===== src/shared/commit_ctrl_params.svh =====
// Constants for the register commit controller: offsets, field positions, counts.
// Assumes it is included by bare name from design and bench files.
`ifndef COMMIT_CTRL_PARAMS_SVH
`define COMMIT_CTRL_PARAMS_SVH

`define OFS_UPDATE_BLOCK     8'hFD
`define OFS_UPDATE_SYNC      8'hFE
`define OFS_MAIN_MODE        8'hFF
`define OFS_FACTORY_TEST     8'hFC
`define OFS_PORT_DIR         8'h10
`define OFS_PORT_OE          8'h11
`define OFS_ALU_ROUTE        8'h12
`define BIT_UPDATE_BLOCK     0
`define BIT_SYNC_COMMIT      0
`define BIT_PENDING          1
`define BIT_SOFT_RESET       0
`define BIT_FIELD_LATCH      1
`define RESET_VALUE          8'h00
`define SOFT_RESET_CYCLES    3
`define ALU_EXTRA_LATENCY    3

`endif


===== src/shared/commit_ctrl_pkg.sv =====
// Types for the register commit controller.
// Assumes commit_ctrl_params.svh supplies the numeric constants.
`default_nettype none
package commit_ctrl_pkg;

  // Host strobe group, the three strobes active low, synchronous to the pixel clock
  typedef struct packed {
    logic       chip_select_n;
    logic       write_n;
    logic       read_n;
    logic [7:0] index;
    logic [7:0] data;
  } host_req_t;

  // Soft reset sequencer states, Gray coded
  typedef enum logic [1:0] {
    SR_IDLE  = 2'b00,
    SR_HOLD1 = 2'b01,
    SR_HOLD2 = 2'b11,
    SR_HOLD3 = 2'b10
  } soft_reset_state_t;

endpackage
`default_nettype wire


===== src/verilog/dual_stage_reg.sv =====
// One register built of a first-stage latch and a second-stage active copy.
// Assumes write and commit strobes are one pixel clock wide.
`timescale 1ns/100ps
`default_nettype none
module dual_stage_reg #(
  parameter int WIDTH = 8
) (
  // Clock and reset
  input  wire logic             clk_sys_i,
  input  wire logic             resetn_i,
  input  wire logic             clear_i,
  // Stage controls
  input  wire logic             write_i,
  input  wire logic [WIDTH-1:0] data_i,
  input  wire logic             commit_i,
  // Contents
  output logic      [WIDTH-1:0] first_o,
  output logic      [WIDTH-1:0] active_o
);

  logic [WIDTH-1:0] first_q;
  logic [WIDTH-1:0] active_q;

  // First stage takes the host data on a write
  always_ff @(posedge clk_sys_i or negedge resetn_i) begin
    if (!resetn_i) begin
      first_q <= '0;
    end else if (clear_i) begin
      first_q <= '0;
    end else if (write_i) begin
      first_q <= data_i;
    end
  end

  // Second stage opens its gate on commit; a same-cycle write passes straight through
  always_ff @(posedge clk_sys_i or negedge resetn_i) begin
    if (!resetn_i) begin
      active_q <= '0;
    end else if (clear_i) begin
      active_q <= '0;
    end else if (commit_i) begin
      active_q <= write_i ? data_i : first_q;
    end
  end

  assign first_o  = first_q;
  assign active_o = active_q;

endmodule
`default_nettype wire


===== src/verilog/sync_register_commit_control.sv =====
// Mode control and register commit logic of an image stream switcher.
// Assumes host strobes and sync inputs are synchronous to the pixel clock.
`timescale 1ns/100ps
`default_nettype none
`include "commit_ctrl_params.svh"
module sync_register_commit_control #(
  parameter int NUM_PORTS = 8,
  parameter int DATA_W    = 8
) (
  // Clock and reset
  input  wire logic                     clk_sys_i,
  input  wire logic                     resetn_i,
  // Host register port
  input  wire commit_ctrl_pkg::host_req_t host_i,
  output logic [7:0]                    host_data_bus_o,
  output logic                          host_data_bus_oe_n_o,
  // Sync inputs
  input  wire logic                     vertical_sync_n_i,
  input  wire logic                     vsync_qualifier_n_i,
  input  wire logic                     horizontal_sync_n_i,
  input  wire logic                     field_identity_in_i,
  // Stream data for arithmetic routing
  input  wire logic [DATA_W-1:0]        alu_data_i,
  output logic      [DATA_W-1:0]        alu_data_o,
  // Status and port control
  output logic                          frame_sync_pulse_o,
  output logic                          field_identity_o,
  output logic                          pending_write_o,
  output logic                          test_mode_o,
  output logic      [NUM_PORTS-1:0]     port_direction_out_o,
  output logic      [NUM_PORTS-1:0]     port_output_enable_n_o
);

  localparam int NREG = 4;
  // Index of each dual-stage register
  localparam int R_BLOCK = 0;
  localparam int R_DIR   = 1;
  localparam int R_OE    = 2;
  localparam int R_ROUTE = 3;

  logic                         wr_stb;
  logic                         rd_stb;
  logic                         update_block_q;
  logic                         sync_commit_q;
  logic                         field_latch_select_q;
  logic                         pending_q;
  logic                         test_q;
  logic                         vs_qual_q;
  logic                         vs_pulse_q;
  logic                         vs_prev_q;
  logic                         field_q;
  logic                         commit;
  logic                         clear_all;
  logic [7:0]                   rd_data_d;
  logic [7:0]                   rd_data_q;
  logic                         rd_en_q;
  logic [NREG-1:0]              reg_wr;
  logic [7:0]                   first_w  [NREG];
  logic [7:0]                   active_w [NREG];
  logic [DATA_W-1:0]            alu_pipe_q [`ALU_EXTRA_LATENCY];
  commit_ctrl_pkg::soft_reset_state_t sr_state_q;

  assign wr_stb = !host_i.chip_select_n && !host_i.write_n;
  // Write wins if the host breaks the strobe exclusivity it promised
  assign rd_stb = !host_i.chip_select_n && !host_i.read_n && host_i.write_n;

  // Soft reset sequencer: clears the mode flags, pending flag and dual-stage registers for three cycles after the write
  always_ff @(posedge clk_sys_i or negedge resetn_i) begin
    if (!resetn_i) begin
      sr_state_q <= commit_ctrl_pkg::SR_IDLE;
    end else begin
      case (sr_state_q)
        commit_ctrl_pkg::SR_IDLE: begin
          if (wr_stb && host_i.index == `OFS_MAIN_MODE && host_i.data[`BIT_SOFT_RESET]) begin
            sr_state_q <= commit_ctrl_pkg::SR_HOLD1;
          end
        end
        commit_ctrl_pkg::SR_HOLD1: sr_state_q <= commit_ctrl_pkg::SR_HOLD2;
        commit_ctrl_pkg::SR_HOLD2: sr_state_q <= commit_ctrl_pkg::SR_HOLD3;
        commit_ctrl_pkg::SR_HOLD3: sr_state_q <= commit_ctrl_pkg::SR_IDLE;
        default:                   sr_state_q <= commit_ctrl_pkg::SR_IDLE;
      endcase
    end
  end

  assign clear_all = (sr_state_q != commit_ctrl_pkg::SR_IDLE);

  // Qualifier sampled the cycle before vsync low; one pulse per qualified edge
  always_ff @(posedge clk_sys_i or negedge resetn_i) begin
    if (!resetn_i) begin
      vs_qual_q  <= 1'b0;
      vs_prev_q  <= 1'b1;
      vs_pulse_q <= 1'b0;
    end else begin
      vs_qual_q  <= !vsync_qualifier_n_i;
      vs_prev_q  <= vertical_sync_n_i;
      vs_pulse_q <= vs_prev_q && !vertical_sync_n_i && vs_qual_q;
    end
  end

  // Commit gate: direct in async mode, on the vsync pulse in sync mode
  always_comb begin
    if (update_block_q) begin
      commit = 1'b0;
    end else if (sync_commit_q) begin
      commit = vs_pulse_q;
    end else begin
      commit = 1'b1;
    end
  end

  // Mode flags act on the written value at once, except that a sync-commit write is ignored while update block is set
  always_ff @(posedge clk_sys_i or negedge resetn_i) begin
    if (!resetn_i) begin
      update_block_q       <= 1'b0;
      sync_commit_q        <= 1'b0;
      field_latch_select_q <= 1'b0;
      test_q               <= 1'b0;
    end else if (clear_all) begin
      update_block_q       <= 1'b0;
      sync_commit_q        <= 1'b0;
      field_latch_select_q <= 1'b0;
      test_q               <= 1'b0;
    end else if (wr_stb) begin
      case (host_i.index)
        `OFS_UPDATE_BLOCK: update_block_q <= host_i.data[`BIT_UPDATE_BLOCK];
        `OFS_UPDATE_SYNC: begin
          if (!update_block_q) begin
            sync_commit_q <= host_i.data[`BIT_SYNC_COMMIT];
          end
        end
        `OFS_MAIN_MODE:    field_latch_select_q <= host_i.data[`BIT_FIELD_LATCH];
        `OFS_FACTORY_TEST: test_q <= host_i.data[0];
        default: begin
        end
      endcase
    end
  end

  // Pending flag: set on any write, clear on transfer, clear has priority
  always_ff @(posedge clk_sys_i or negedge resetn_i) begin
    if (!resetn_i) begin
      pending_q <= 1'b0;
    end else if (clear_all || commit) begin
      pending_q <= 1'b0;
    end else if (wr_stb) begin
      pending_q <= 1'b1;
    end
  end

  // Write decode for the dual-stage registers
  always_comb begin
    reg_wr = '0;
    if (wr_stb) begin
      case (host_i.index)
        `OFS_PORT_DIR:  reg_wr[R_DIR]   = 1'b1;
        `OFS_PORT_OE:   reg_wr[R_OE]    = 1'b1;
        `OFS_ALU_ROUTE: reg_wr[R_ROUTE] = 1'b1;
        default:        reg_wr          = '0;
      endcase
    end
  end
  assign first_w[R_BLOCK]  = 8'h00;
  assign active_w[R_BLOCK] = 8'h00;

  // One dual-stage register per steered function
  for (genvar g = 1; g < NREG; g++) begin : g_reg
    dual_stage_reg #(
      .WIDTH(8)
    ) u_reg (
      .clk_sys_i(clk_sys_i),
      .resetn_i (resetn_i),
      .clear_i  (clear_all),
      .write_i  (reg_wr[g]),
      .data_i   (host_i.data),
      .commit_i (commit),
      .first_o  (first_w[g]),
      .active_o (active_w[g])
    );
  end

  // Field identity: live, or caught on the edge after vsync falls
  always_ff @(posedge clk_sys_i or negedge resetn_i) begin
    if (!resetn_i) begin
      field_q <= 1'b0;
    end else if (vs_prev_q && !vertical_sync_n_i) begin
      field_q <= field_identity_in_i;
    end
  end
  // Live sampling relies on the source holding the level steady
  assign field_identity_o = field_latch_select_q ? field_q : field_identity_in_i;

  // Read mux returns first-stage contents
  always_comb begin
    rd_data_d = `RESET_VALUE;
    case (host_i.index)
      `OFS_UPDATE_BLOCK: rd_data_d = {7'h00, update_block_q};
      `OFS_UPDATE_SYNC:  rd_data_d = {6'h00, pending_q, sync_commit_q};
      `OFS_MAIN_MODE:    rd_data_d = {6'h00, field_latch_select_q, 1'b0};
      `OFS_FACTORY_TEST: rd_data_d = {7'h00, test_q};
      `OFS_PORT_DIR:     rd_data_d = first_w[R_DIR];
      `OFS_PORT_OE:      rd_data_d = first_w[R_OE];
      `OFS_ALU_ROUTE:    rd_data_d = first_w[R_ROUTE];
      default:           rd_data_d = `RESET_VALUE;
    endcase
  end

  // Registered read data and bus enable
  always_ff @(posedge clk_sys_i or negedge resetn_i) begin
    if (!resetn_i) begin
      rd_data_q <= 8'h00;
      rd_en_q   <= 1'b0;
    end else begin
      rd_data_q <= rd_data_d;
      rd_en_q   <= rd_stb;
    end
  end

  // Arithmetic path delay; kept even when bypassed to keep the pipeline simple
  always_ff @(posedge clk_sys_i or negedge resetn_i) begin
    if (!resetn_i) begin
      for (int i = 0; i < `ALU_EXTRA_LATENCY; i++) begin
        alu_pipe_q[i] <= '0;
      end
    end else begin
      alu_pipe_q[0] <= alu_data_i;
      for (int i = 1; i < `ALU_EXTRA_LATENCY; i++) begin
        alu_pipe_q[i] <= alu_pipe_q[i-1];
      end
    end
  end

  // Port control comes from flip-flops so direction never glitches mid-cycle
  always_ff @(posedge clk_sys_i or negedge resetn_i) begin
    if (!resetn_i) begin
      port_direction_out_o   <= '0;
      port_output_enable_n_o <= '1;
      alu_data_o             <= '0;
    end else begin
      port_direction_out_o   <= active_w[R_DIR][NUM_PORTS-1:0];
      // A set enable bit drives the port low-active; zero leaves it in Hi-Z
      port_output_enable_n_o <= ~active_w[R_OE][NUM_PORTS-1:0];
      alu_data_o             <= active_w[R_ROUTE][0] ? alu_pipe_q[`ALU_EXTRA_LATENCY-1]
                                                    : alu_data_i;
    end
  end

  assign host_data_bus_o      = rd_data_q;
  assign host_data_bus_oe_n_o = !rd_en_q;
  assign frame_sync_pulse_o   = vs_pulse_q;
  assign pending_write_o      = pending_q;
  // Test mode only flags itself; software must not set it
  assign test_mode_o          = test_q;

endmodule
`default_nettype wire


===== config.mk =====
export PLATFORM = sky130hd
export DESIGN_NAME = sync_register_commit_control
export DESIGN_NICKNAME = d
export VERILOG_FILES = /design/src/shared/commit_ctrl_pkg.sv /design/src/verilog/dual_stage_reg.sv /design/src/verilog/sync_register_commit_control.sv
export VERILOG_INCLUDE_DIRS = /design/src /design/src/shared
export SDC_FILE = /design/constraint.sdc
export NUM_CORES = 1
export LEC_CHECK = 0
export BUFFER_PORTS_ARGS = -buffer_cell sky130_fd_sc_hd__buf_4
export CAP_MARGIN = 20
export CORE_UTILIZATION = 50
export DETAILED_ROUTE_END_ITERATION = 8
export GPL_TIMING_DRIVEN = 0
export PLACE_DENSITY = 0.73
export RECOVER_POWER = 100
export SLEW_MARGIN = 20
export SYNTH_ARGS = -nofsm -noshare
export SYNTH_HDL_FRONTEND = slang
export SYNTH_SLANG_ARGS = --single-unit

===== constraint.sdc =====
create_clock -name clk_sys_i -period 1.35 [get_ports clk_sys_i]
set_input_delay 0.3375 -clock clk_sys_i [delete_from_list [all_inputs] [get_ports clk_sys_i]]
set_output_delay 0.3375 -clock clk_sys_i [all_outputs]
set_load 0.1 [all_outputs]

==> metrics <==
status=finished with violations; failing checks=negative setup slack; wire per inst=16.0 um; final antenna-violating net count=0; Mean Syn Cell Area=12.8 sq um; DRC viols=0; internal power=4.80 mW; row cnt=31; I/O Buffers=67; synthesized net count=340; Die ar.=8230 sq um; DRT met1 WL=3490 um; Crit. Startpoint=host_i[18]; Comb power frac=14.6%; Tcrit/Tclk final=125%; Fin Hold WS=45.7 ps; post-DP HPWL=4850 um; Seq/Total Area, Yosys=69.6%; vias post-DR=2589; Pleak=2.58 nW; Max IR drop VDD=760 uV; Worst Setup End Kind=register; top-area cell type share of the netlist area=63.6%; DRT Pass-1 Iters=4; kind of critical path=primary input to register; main combinational cell family by area after synthesis=multiplexers; multiplexer share of the synthesized area=12.0%; asr flop ratio synth=100%; io pins=70; CTS root buf=clkbuf_8; maximum operating frequency=595 MHz; Seq pwr share=53.0%; Least-Margin Pin Slew=945 ps; commonest cells after routing, fill and taps aside=dfrtp_1 (98), nor2_1 (45), buf_4 (27); WP data required=1650 ps; overall routing resource usage=20.9%; Compound-Gate Fraction of Synth Area=6.33%; Yosys warnings=0; EDFF count, synth=0; Synth Register Bits=109; total power=6.61 mW; Initial Util=52.8%; final WL=7870 um; number of buffers created by CTS=9; total grt overflow=0; Worst Hold Class=primary input to asynchronous set/reset pin; n_diodes=0; final worst slack=-331 ps; area leader, netlist=dfrtp_1; setup total negative slack=-5750 ps; Rel. slew slack=37.0%; Reg-to-Reg End=g_reg[2].u_reg.active_o[5]; H-tree lvl count=3; clk_skew=10.9 ps; Final setup viols=26; met2 wire len=3740 um; Gate Count Post-Synth=307; CP Max Fanout=8; Final Hold Fails=0; Distinct cells, synth=26; max-cap violations=0; global-route wire length before repair=13100 um; crit path launch type=primary input; Clock Power Share=32.3%; largest net degree at the start of global routing=110; nets@finish=421; Area growth syn-to-layout=35.1%; gpl congestion=0.811; CP arrival=1980 ps; cells taking the most area after synthesis=dfrtp_1 (64%), mux2i_1 (9.2%), dfstp_2 (6.0%); pwr/cell area=1240 nW/um^2; clock-pin slew on the worst setup and hold paths=100 ps; vias in the first global route=2582; CTS tree=yes; Worst R2R Path Depth=5; Clock Sink Count=109; CTS Hold Buffers Added=0; Net Switching=1.81 mW; Simple-Gate Fraction of Synth Area=8.90%; clk_lat worst skew=360 ps; Max Used Layer=met4; DP Worst Slack=-815 ps; XOR/XNOR share of the synthesized area=0%; crit path capture=g_reg[2].u_reg.active_o[2]; chip width=90.7 um; DR iter-0 viols=226; RSZ-0062 raised after global routing=true; pins over their slew limit=0; Mapped Area=3940 sq um; Synth Flop Type=dfrtp_1; met3 WL=553 um; Tmin final=1680 ps; Core Region=7450 sq um; antenna violations before repair=0; routed vias/inst=5.26; deepest clock path buffer count=2; chip height=90.7 um; Adder-Cell Fraction of Synth Area=0%; share of layout cells above drive strength 1=37.2%; worst reg2reg startpoint=frame_sync_pulse_o; commonest non-fill, non-tap cell in the layout=dfrtp_1; Switching Fraction=27.5%; worst reg2reg setup slack=20 ps
## layout make-up
type / count / area (sq um)
Clock buffer: 10 / 128
Clock inverter: 6 / 92.6
Fill cell: 527 / 2130
Multi-Input combinational cell: 169 / 1290
Timing Repair Buffer: 72 / 785
Sequential cell: 109 / 2740
Buffer: 14 / 110
Inverter: 13 / 48.8
Tap cell: 99 / 124
## cells in the mapped netlist, drive strengths merged, types with 2 or more instances
master	number
nor2	46
a21oi	26
mux2	10
dfrtp	100
nand2	10
mux2i	36
o21ai	18
nor3	2
dfstp	9
nand2b	3
inv	13
clkbuf	12
nand4	3
o22ai	2
buf	4
nand4b	3
or4b	2
## how the worst min path moves through the flow
stage | start | end | slack (ps) | cells after the start
2_1_floorplan | resetn_i | alu_data_o[0] | 40 | 0
3_3_place_gp | alu_pipe_q[21] | alu_pipe_q[13] | 330 | 0
6_report | resetn_i | rd_en_q | 50 | 1
3_5_place_dp | alu_pipe_q[15] | alu_pipe_q[7] | 330 | 0
4_1_cts | alu_data_i[5] | alu_pipe_q[21] | 60 | 1
5_1_grt | vertical_sync_n_i | vs_prev_q | 70 | 1
## state kept, by name, indices dropped and copies added (netlist names)
name,flops
field_q,1
vs_prev_q,1
alu_pipe_q,24
test_mode_o,1
port_direction_out_o,8
g.u_reg.first_o,24
alu_data_o,8
frame_sync_pulse_o,1
rd_en_q,1
host_data_bus_o,8
sr_state_q,2
update_block_q,1
field_latch_select_q,1
port_output_enable_n_o,8
g.u_reg.active_o,17
sync_commit_q,1
pending_write_o,1
vs_qual_q,1
## metrics by stage
stage | area (sq um) | instances | util, %
3_5_place_dp | 4610 | 473 | 61.8
2_1_floorplan | 3980 | 307 | -
6_report | 5320 | 492 | 71.4
5_1_grt | 5320 | 492 | 71.4
4_1_cts | 5150 | 493 | 69.1
3_3_place_gp | 4600 | 473 | 61.8
## power groups by stage
stage	registers, mW	clock network [mW]	logic [mW]
floorplan	3.90	0	0.200
global placement	3.54	0	0.850
detailed placement	3.54	0	0.859
CTS	3.49	2.19	0.943
global route	3.52	2.34	1.03
finish	3.50	2.14	0.968
## critical path, cell delays in order
cell	delay [ps]
buf_8	90
or4b_4	520
or4b_4	510
buf_12	180
mux2i_4	200
a21oi_2	130
## logic make-up after synthesis
logic type / count (synthesis)
flops: 109
compound gates: 48
mux: 46
simple gates: 75
buf+inv: 29
## metal layers
| layer | track usage (%) | up-vias |
|---|---|---|
| li1 | - | 1203 |
| met1 | 30.0 | 1296 |
| met2 | 31.3 | 81 |
| met3 | 5.89 | 9 |
| met4 | 5.65 | 0 |
| met5 | 0 | - |
## what timing repair did
| action | 4_1_cts | 5_1_grt |
|---|---|---|
| hold endpoints to repair | 0 | 0 |
| cloned | 0 | 0 |
| setup buffers | 4 | 2 |
| pin swaps | 2 | 7 |
| endpoints found under the setup margin | 58 | 77 |
| resized for setup | 68 | 47 |
Power figures use the tool's default switching activity.
